$ cat config.mk
export PLATFORM = sky130hd
export DESIGN_NAME = pm5_pin_mux
export DESIGN_NICKNAME = d
export VERILOG_FILES = /design/src/design/pm5_pkg.sv /design/src/design/pm5_edge_det.sv /design/src/design/pm5_irq.sv /design/src/design/pm5_pin_mux.sv
export SDC_FILE = /design/constraint.sdc
export NUM_CORES = 1
export LEC_CHECK = 0
export BUFFER_PORTS_ARGS = -buffer_cell sky130_fd_sc_hd__buf_2
export CORE_MARGIN = 3
export CORE_UTILIZATION = 49
export CTS_CLUSTER_DIAMETER = 120
export DETAILED_ROUTE_END_ITERATION = 8
export GPL_ROUTABILITY_DRIVEN = 0
export PLACE_DENSITY = 0.79
export SYNTH_ARGS = -nofsm -noshare
export SYNTH_HDL_FRONTEND = slang
export SYNTH_HIERARCHICAL = 1
export SYNTH_SLANG_ARGS = --single-unit
$ cat constraint.sdc
create_clock -name clk_i -period 1.96 [get_ports clk_i]
set_clock_uncertainty 0.1 [all_clocks]
set_input_delay 0.294 -clock clk_i [delete_from_list [all_inputs] [get_ports clk_i]]
set_output_delay 0.294 -clock clk_i [all_outputs]
set_load 0.005 [all_outputs]
$ cat src/design/pm5_pkg.sv
// Constants shared by the port 5 bus control pin multiplexer
package pm5_pkg;

  // ==========================================================
  // Register map (byte addresses, one 32-bit word each)
  localparam logic [11:0] OFF_CTRL     = 12'h000;
  localparam logic [11:0] OFF_DATA     = 12'h004;
  localparam logic [11:0] OFF_DIR      = 12'h008;
  localparam logic [11:0] OFF_PIN      = 12'h00C;
  localparam logic [11:0] OFF_IRQ_STAT = 12'h010;
  localparam logic [11:0] OFF_IRQ_EN   = 12'h014;
  localparam logic [11:0] OFF_IRQ_CLR  = 12'h018;

  // ==========================================================
  // Control register fields
  localparam int CTRL_READY_EN = 0;
  localparam int CTRL_HOLD_EN  = 1;
  localparam int CTRL_BUS16    = 2;
  localparam int CTRL_WRH_EN   = 3;
  localparam int CTRL_WRL_EN   = 4;
  localparam int CTRL_RD_EN    = 5;
  localparam int CTRL_FLASH    = 6;
  localparam int CTRL_W        = 7;

  // ==========================================================
  // Line numbering and widths
  localparam int LINE_LO = 1;
  localparam int LINE_HI = 7;
  localparam int LINE_W  = 7;

  // ==========================================================
  // Event bits of the interrupt registers
  localparam int EVT_HOLD_REQ = 0;
  localparam int EVT_LINE7    = 1;
  localparam int EVT_FL_WRITE = 2;
  localparam int EVT_W        = 3;

  // ==========================================================
  // Reset values
  localparam logic [CTRL_W-1:0] RST_CTRL   = 7'h00;
  localparam logic [LINE_W-1:0] RST_DATA   = 7'h00;
  localparam logic [LINE_W-1:0] RST_DIR    = 7'h00;
  localparam logic [EVT_W-1:0]  RST_IRQ_EN = 3'h0;

endpackage : pm5_pkg

$ cat src/design/pm5_edge_det.sv
// Rising edge detector for the interrupt event levels
`timescale 1ns/1ps
`default_nettype none

module pm5_edge_det (
  input  wire logic                        clk_i,    // System clock
  input  wire logic                        rst_n_i,  // Sync reset, active low
  input  wire logic [pm5_pkg::EVT_W-1:0]   lvl_i,    // Event levels
  output logic      [pm5_pkg::EVT_W-1:0]   rise_o    // One-cycle rise pulses
);

  typedef struct packed {
    logic [pm5_pkg::EVT_W-1:0] prev;
    logic [pm5_pkg::EVT_W-1:0] rise;
  } pm5_edge_state_t;

  pm5_edge_state_t state;
  pm5_edge_state_t next_state;

  // ==========================================================
  // Per-bit edge logic
  always_comb begin
    next_state      = state;
    next_state.prev = lvl_i;
    for (int i = 0; i < pm5_pkg::EVT_W; i++) begin
      next_state.rise[i] = lvl_i[i] & ~state.prev[i];
    end
  end

  always_ff @(posedge clk_i) begin
    if (!rst_n_i) begin
      state <= '0;
    end else begin
      state <= next_state;
    end
  end

  assign rise_o = state.rise;

endmodule : pm5_edge_det
`default_nettype wire

$ cat src/design/pm5_irq.sv
// Sticky interrupt status with enable and write-one clear
`timescale 1ns/1ps
`default_nettype none

module pm5_irq (
  input  wire logic                        clk_i,    // System clock
  input  wire logic                        rst_n_i,  // Sync reset, active low
  input  wire logic [pm5_pkg::EVT_W-1:0]   set_i,    // Event pulses
  input  wire logic [pm5_pkg::EVT_W-1:0]   clr_i,    // Clear pulses
  input  wire logic [pm5_pkg::EVT_W-1:0]   en_i,     // Enable mask
  output logic      [pm5_pkg::EVT_W-1:0]   stat_o,   // Sticky status
  output logic                             irq_o     // Level interrupt
);

  typedef struct packed {
    logic [pm5_pkg::EVT_W-1:0] stat;
    logic                      irq;
  } pm5_irq_state_t;

  pm5_irq_state_t state;
  pm5_irq_state_t next_state;

  // ==========================================================
  // Set beats clear so an event in the clear cycle is kept
  always_comb begin
    next_state      = state;
    next_state.stat = (state.stat & ~clr_i) | set_i;
    next_state.irq  = |(next_state.stat & en_i);
  end

  always_ff @(posedge clk_i) begin
    if (!rst_n_i) begin
      state <= '0;
    end else begin
      state <= next_state;
    end
  end

  assign stat_o = state.stat;
  assign irq_o  = state.irq;

endmodule : pm5_irq
`default_nettype wire

$ cat src/design/pm5_pin_mux.sv
// Port 5 lines 1 to 7: function select between port bits and bus control
//
// Decided for this implementation: register access over APB and the register offsets.
`timescale 1ns/1ps
`default_nettype none

module pm5_pin_mux (
  input  wire logic        clk_i,             // System clock, 100 MHz
  input  wire logic        rst_n_i,           // Sync reset, active low
  // APB slave
  input  wire logic        psel_i,            // Slave select
  input  wire logic        penable_i,         // Access phase
  input  wire logic        pwrite_i,          // Write when high
  input  wire logic [11:0] paddr_i,           // Byte address
  input  wire logic [31:0] pwdata_i,          // Write data
  output logic      [31:0] prdata_o,          // Read data
  output logic             pready_o,          // Transfer done
  output logic             pslverr_o,         // Unmapped address
  // Pads, index is the line number
  input  wire logic [7:1]  pad_in_i,          // Pad levels
  output logic      [7:1]  pad_out_o,         // Pad drive value
  output logic      [7:1]  pad_oe_o,          // Pad drive enable
  // Bus controller side
  input  wire logic        hold_grant_i,      // Hold granted
  input  wire logic        upper_wr_n_i,      // Upper byte write strobe
  input  wire logic        lower_wr_n_i,      // Lower byte write strobe
  input  wire logic        rd_n_i,            // Read strobe
  output logic             bus_ready_o,       // Ready to bus controller
  output logic             hold_req_o,        // Hold request to bus controller
  // Capture, interrupt and flash units
  output logic             capture_ch3_o,     // Line 7 to capture channel 3
  output logic             ext_irq_ch3_o,     // Line 7 to interrupt channel 3
  output logic             flash_we_n_o,      // Flash write enable
  output logic             flash_oe_n_o,      // Flash output enable
  output logic             flash_ce_n_o,      // Flash chip enable
  output logic             flash_byte_o,      // Flash byte/word select
  output logic             irq_o              // Interrupt, active high
);

  // ==========================================================
  // State
  typedef struct packed {
    logic [pm5_pkg::CTRL_W-1:0] ctrl;
    logic [pm5_pkg::LINE_W-1:0] data;
    logic [pm5_pkg::LINE_W-1:0] dir;
    logic [pm5_pkg::EVT_W-1:0]  irq_en;
    logic [pm5_pkg::EVT_W-1:0]  irq_clr;
    logic [31:0]                prdata;
    logic                       pready;
    logic                       pslverr;
    logic [7:1]                 pad_out;
    logic [7:1]                 pad_oe;
    logic                       bus_ready;
    logic                       hold_req;
    logic                       cap3;
    logic                       eirq3;
    logic                       fl_we_n;
    logic                       fl_oe_n;
    logic                       fl_ce_n;
    logic                       fl_byte;
  } pm5_state_t;

  pm5_state_t state;
  pm5_state_t next_state;

  logic [pm5_pkg::EVT_W-1:0] evt_lvl;
  logic [pm5_pkg::EVT_W-1:0] evt_rise;
  logic [pm5_pkg::EVT_W-1:0] irq_stat;
  logic                      irq_line;

  // ==========================================================
  // Address decode helper
  function automatic logic hit(input logic [11:0] addr, input logic [11:0] off);
    hit = (addr == off);
  endfunction : hit

  function automatic logic mapped(input logic [11:0] addr);
    mapped = hit(addr, pm5_pkg::OFF_CTRL) | hit(addr, pm5_pkg::OFF_DATA)
           | hit(addr, pm5_pkg::OFF_DIR) | hit(addr, pm5_pkg::OFF_PIN)
           | hit(addr, pm5_pkg::OFF_IRQ_STAT) | hit(addr, pm5_pkg::OFF_IRQ_EN)
           | hit(addr, pm5_pkg::OFF_IRQ_CLR);
  endfunction : mapped

  // ==========================================================
  // Event sources
  // Flash write cycle is seen as chip enable and write enable both low
  assign evt_lvl[pm5_pkg::EVT_HOLD_REQ] = state.hold_req;
  assign evt_lvl[pm5_pkg::EVT_LINE7]    = state.cap3;
  assign evt_lvl[pm5_pkg::EVT_FL_WRITE] = state.ctrl[pm5_pkg::CTRL_FLASH]
                                          & ~state.fl_we_n & ~state.fl_ce_n;

  pm5_edge_det u_edge (
    .clk_i   (clk_i),
    .rst_n_i (rst_n_i),
    .lvl_i   (evt_lvl),
    .rise_o  (evt_rise)
  );

  pm5_irq u_irq (
    .clk_i   (clk_i),
    .rst_n_i (rst_n_i),
    .set_i   (evt_rise),
    .clr_i   (state.irq_clr),
    .en_i    (state.irq_en),
    .stat_o  (irq_stat),
    .irq_o   (irq_line)
  );

  // ==========================================================
  // Next state
  always_comb begin
    logic ready_en;
    logic hold_en;
    logic bus16;
    logic wrh_en;
    logic wrl_en;
    logic rd_en;
    logic flash;
    logic acc;
    logic [31:0] rd;
    ready_en = state.ctrl[pm5_pkg::CTRL_READY_EN];
    hold_en  = state.ctrl[pm5_pkg::CTRL_HOLD_EN];
    bus16    = state.ctrl[pm5_pkg::CTRL_BUS16];
    wrh_en   = state.ctrl[pm5_pkg::CTRL_WRH_EN];
    wrl_en   = state.ctrl[pm5_pkg::CTRL_WRL_EN];
    rd_en    = state.ctrl[pm5_pkg::CTRL_RD_EN];
    flash    = state.ctrl[pm5_pkg::CTRL_FLASH];
    acc      = psel_i & penable_i;
    rd       = 32'h0000_0000;
    next_state = state;
    next_state.irq_clr = '0;

    // ========================================================
    // APB: one wait state, then pready for one cycle
    next_state.pready  = acc & ~state.pready;
    next_state.pslverr = acc & ~state.pready & ~mapped(paddr_i);
    if (acc & ~state.pready & ~pwrite_i) begin
      unique case (1'b1)
        hit(paddr_i, pm5_pkg::OFF_CTRL):     rd[pm5_pkg::CTRL_W-1:0] = state.ctrl;
        hit(paddr_i, pm5_pkg::OFF_DATA):     rd[7:1] = state.data;
        hit(paddr_i, pm5_pkg::OFF_DIR):      rd[7:1] = state.dir;
        hit(paddr_i, pm5_pkg::OFF_PIN):      rd[7:1] = pad_in_i;
        hit(paddr_i, pm5_pkg::OFF_IRQ_STAT): rd[pm5_pkg::EVT_W-1:0] = irq_stat;
        hit(paddr_i, pm5_pkg::OFF_IRQ_EN):   rd[pm5_pkg::EVT_W-1:0] = state.irq_en;
        default:                             rd = 32'h0000_0000;
      endcase
      next_state.prdata = rd;
    end
    if (acc & state.pready & pwrite_i) begin
      if (hit(paddr_i, pm5_pkg::OFF_CTRL)) begin
        next_state.ctrl = pwdata_i[pm5_pkg::CTRL_W-1:0];
      end
      if (hit(paddr_i, pm5_pkg::OFF_DATA)) begin
        next_state.data = pwdata_i[7:1];
      end
      if (hit(paddr_i, pm5_pkg::OFF_DIR)) begin
        next_state.dir = pwdata_i[7:1];
      end
      if (hit(paddr_i, pm5_pkg::OFF_IRQ_EN)) begin
        next_state.irq_en = pwdata_i[pm5_pkg::EVT_W-1:0];
      end
      if (hit(paddr_i, pm5_pkg::OFF_IRQ_CLR)) begin
        next_state.irq_clr = pwdata_i[pm5_pkg::EVT_W-1:0];
      end
    end

    // ========================================================
    // Pin function select
    // Default port control
    next_state.pad_out = state.data;
    next_state.pad_oe  = state.dir;

    if (ready_en) begin
      next_state.pad_oe[1] = 1'b0;
    end
    next_state.bus_ready = ready_en ? pad_in_i[1] : 1'b1;

    if (hold_en) begin
      next_state.pad_out[2] = hold_grant_i;
      next_state.pad_oe[2]  = 1'b1;
    end

    if (hold_en) begin
      next_state.pad_oe[3] = 1'b0;
    end
    next_state.hold_req = hold_en & pad_in_i[3];

    if (bus16 & wrh_en) begin
      next_state.pad_out[4] = upper_wr_n_i;
      next_state.pad_oe[4]  = 1'b1;
    end

    if (wrl_en) begin
      next_state.pad_out[5] = lower_wr_n_i;
      next_state.pad_oe[5]  = 1'b1;
    end

    if (rd_en) begin
      next_state.pad_out[6] = rd_n_i;
      next_state.pad_oe[6]  = 1'b1;
    end

    // Flash command inputs
    // Flash mode overrides bus strobes so the programmer never fights a driver
    if (flash) begin
      next_state.pad_oe[6:4] = 3'h0;
    end
    next_state.fl_we_n = flash ? pad_in_i[4] : 1'b1;
    next_state.fl_oe_n = flash ? pad_in_i[5] : 1'b1;
    next_state.fl_ce_n = flash ? pad_in_i[6] : 1'b1;

    if (flash) begin
      next_state.pad_oe[7] = 1'b0;
    end
    next_state.fl_byte = flash & pad_in_i[7];

    // Line 7 always sampled
    // Only the port direction bit can drive line 7; software must leave it clear
    next_state.cap3  = pad_in_i[7];
    next_state.eirq3 = pad_in_i[7];
  end

  // ==========================================================
  // Registers
  always_ff @(posedge clk_i) begin
    if (!rst_n_i) begin
      state           <= '0;
      state.ctrl      <= pm5_pkg::RST_CTRL;
      state.data      <= pm5_pkg::RST_DATA;
      state.dir       <= pm5_pkg::RST_DIR;
      state.irq_en    <= pm5_pkg::RST_IRQ_EN;
      state.bus_ready <= 1'b1;
      state.fl_we_n   <= 1'b1;
      state.fl_oe_n   <= 1'b1;
      state.fl_ce_n   <= 1'b1;
    end else begin
      state <= next_state;
    end
  end

  // ==========================================================
  // Outputs
  assign prdata_o      = state.prdata;
  assign pready_o      = state.pready;
  assign pslverr_o     = state.pslverr;
  assign pad_out_o     = state.pad_out;
  assign pad_oe_o      = state.pad_oe;
  assign bus_ready_o   = state.bus_ready;
  assign hold_req_o    = state.hold_req;
  assign capture_ch3_o = state.cap3;
  assign ext_irq_ch3_o = state.eirq3;
  assign flash_we_n_o  = state.fl_we_n;
  assign flash_oe_n_o  = state.fl_oe_n;
  assign flash_ce_n_o  = state.fl_ce_n;
  assign flash_byte_o  = state.fl_byte;
  assign irq_o         = irq_line;

endmodule : pm5_pin_mux
`default_nettype wire

==> run metrics <==
Mean Syn Cell Area around 9 µm²; Die ar. 7140 µm²; Rows 27; worst-path maximum fanout 7; Core Footprint 5740 µm²; ANT cells 0; NumNets Final 440; worst hold path type input port to register; sequential element share of the synthesized area 45.1%; number of CTS-inserted buffers 9; Clock power frac a little over two fifths; worst skew pair latency 0.34 ns; unrepaired setup endpoints after global routing false; worst hold path cell count 2; via density per instance roughly 5.3; Sink Count 68; postcts setup bufs 0; initial antenna violation count 0; Resized Gates After CTS 0; area grow syn2layout 11.7%; Initial Util 52.6%; drt drc 0; Max IR drop VDD around 0.38 mV; vias in the first global route 2202; Worst R2R Path Depth 4; Crit Path Class register to register; Buf/Inv on CP 0; Hold WS 0.0528 ns; crit start category register; clk slew on worst S/H paths around 0.080 ns; Yosys reg bits 68; Port Buffers 68; global route overflow 0; final worst-path cycle share 84.9%; Cells after Synth roughly 330; first-pass GRT wire length 10.6 mm; max-cap viol count 0; root buffer selected by CTS clkbuf_8; maximum clock insertion buffer count 2; layout cell share with drive strength beyond 1 27.5%; post-DP HPWL 4.90 mm; CTS tree done; Initial DRC Count 187; r2r endpoint state[82]; TNS Setup 0 ns; Worst Path Arrival 1.79 ns; Hold EP flash_ce_n_o; CP Cell Sequence nand4_1 > or3_1 > o21ai_0 > a21oi_1; CP delay by family, top simple AND/OR/NAND/NOR gates; flop-to-flop setup slack 0.30 ns; Power Internal 2070 µW; via count 2417; WP data required roughly 2.1 ns; Post-synth EDFFs 0; Chip Height roughly 84 µm; f_max 601 MHz; launch point of the worst reg-to-reg path pready_o; setup violators final 0; async set-reset flop share out of synthesis 0%; Routed Antenna Nets 0; die width 84.5 µm; GRT Total Usage 18.7%; Mapped Area approximately 3000 µm²; hold path start pad_in_i[6]; Critical-path top delay cell or3_1; Comb pwr share 5.7%; DR top layer met4; final hold violation count 0; metal2 WL 2.94 mm; Ys Warns 6; Pwr per Cell Area 805 nW/µm²; Slew HR 63.3%; commonest non-fill, non-tap cells in the layout 68 x dfxtp_1, 68 x buf_2, 27 x nand2_1; Sw Pwr 649 µW; H-tree depth 3; unique cell type count in the Yosys netlist 38; met3 routed WL around 560 µm; Slew Limit Fails 0; metal1 wirelength between 2 and 3 mm; fillers 518; CP peak stage delay about 0.51 ns; CP endpoint kind register; top_reg_cell synth dfxtp_1; sw frac 23.9%; I/O pins 117; largest net degree at the start of global routing 31; WL per Instance 14.5 µm; Final Critical Period around 1.7 ns; routed wire length about 6.6 mm; Lkg Pwr around 0.0015 µW; Least-Margin Pin Slew 0.547 ns; drt pass-1 iters 5; sequential share of power roughly 50%; hold_buf cts 0; outcome finished clean
layer usage:
layer	GRT usage, %	vias to the layer above
met5	0	-
met4	10.2	0
met3	3.93	15
met2	28.5	118
met1	24.7	1119
li1	-	1165
worst max path at each step:
stage	from	to	slack [ns]	depth (start not counted)
2_1_floorplan	paddr_i[5]	next_state[15]	0.48	5
3_3_place_gp	paddr_i[9]	state[73]	0.21	6
3_5_place_dp	paddr_i[9]	next_state[21]	0.19	6
4_1_cts	pready_o	state[82]	0.31	4
5_1_grt	pready_o	state[81]	0.15	4
6_report	pready_o	state[82]	0.30	4
logic make-up (layout without fill, tap and decap cells):
kind of cell | count (synthesis) | in the layout | share of synthesized area (%)
buffers and inverters | 71 | 101 | 16.0
muxes | 21 | 21 | 7.79
and+or+nand+nor | 116 | 116 | 20.4
other | 1 | 24 | 0.124
AOI/OAI and AO/OA | 55 | 55 | 10.6
DFF | 68 | 68 | 45.1
through the flow:
step / utilization (%) / instances / setup WS (ns) / total power [µW] / cell area, µm²
final: 58.7 / 457 / 0.297 / 2720 / 3370
after global placement: 55.2 / 441 / 0.215 / 1580 / 3170
after detailed placement: 55.2 / 441 / 0.188 / 1580 / 3170
after floorplan: - / 355 / 0.481 / 1540 / 3110
after global routing: 58.7 / 457 / 0.153 / 2800 / 3370
after CTS: 58.7 / 457 / 0.308 / 2720 / 3370
cell type report:
type | count | area, µm² | share of cell area [%]
Tap cell | 72 | 90.1 | 2.67
Clock buffer | 10 | 138 | 4.08
Multi-Input combinational cell | 216 | 1260 | 37.4
Clock inverter | 6 | 63.8 | 1.89
Inverter | 6 | 22.5 | 0.668
Timing Repair Buffer | 79 | 435 | 12.9
Sequential cell | 68 | 1360 | 40.4
worst register-to-register path: cells and delay by family, from the launching register on:
family	cells	cell delay, ns
flops	1	0.39
compound gates	2	0.28
simple gates	2	0.78
synth_stat cells (4+ instances only):
| master | n | area (µm²) |
|---|---|---|
| a21oi_1 | 19 | 95.1 |
| and2_1 | 4 | 25.0 |
| o21ai_0 | 22 | 110 |
| mux2i_1 | 19 | 190 |
| clkbuf_1 | 8 | 30.0 |
| nand3_1 | 24 | 120 |
| inv_1 | 5 | 18.8 |
| nand4_1 | 5 | 31.3 |
| nor2_1 | 21 | 78.8 |
| dfxtp_1 | 68 | 1360 |
| nand2_1 | 27 | 101 |
| a221oi_1 | 4 | 35.0 |
| buf_4 | 53 | 398 |
| nor3_1 | 5 | 25.0 |
| and3_1 | 7 | 43.8 |
state kept, by name, summed over array words and instances, names as in the netlist, 3 cells and up:
| signal | count |
|---|---|
| u_edge/rise_o | 3 |
| prdata_o | 8 |
| next_state | 3 |
| u_irq/stat_o | 3 |
| state | 24 |
| pad_out_o | 7 |
| u_edge/state | 3 |
| pad_oe_o | 7 |
power groups by stage:
stage                     Clock [µW]  Sequential (µW)  Combinational, µW
final                           1170             1390                155
after global routing            1240             1390                170
after CTS                       1180             1390                153
after detailed placement           0             1430                152
after global placement             0             1420                150
after floorplan                    0             1420                120
Note: power is estimated with default switching activity, not from simulation.
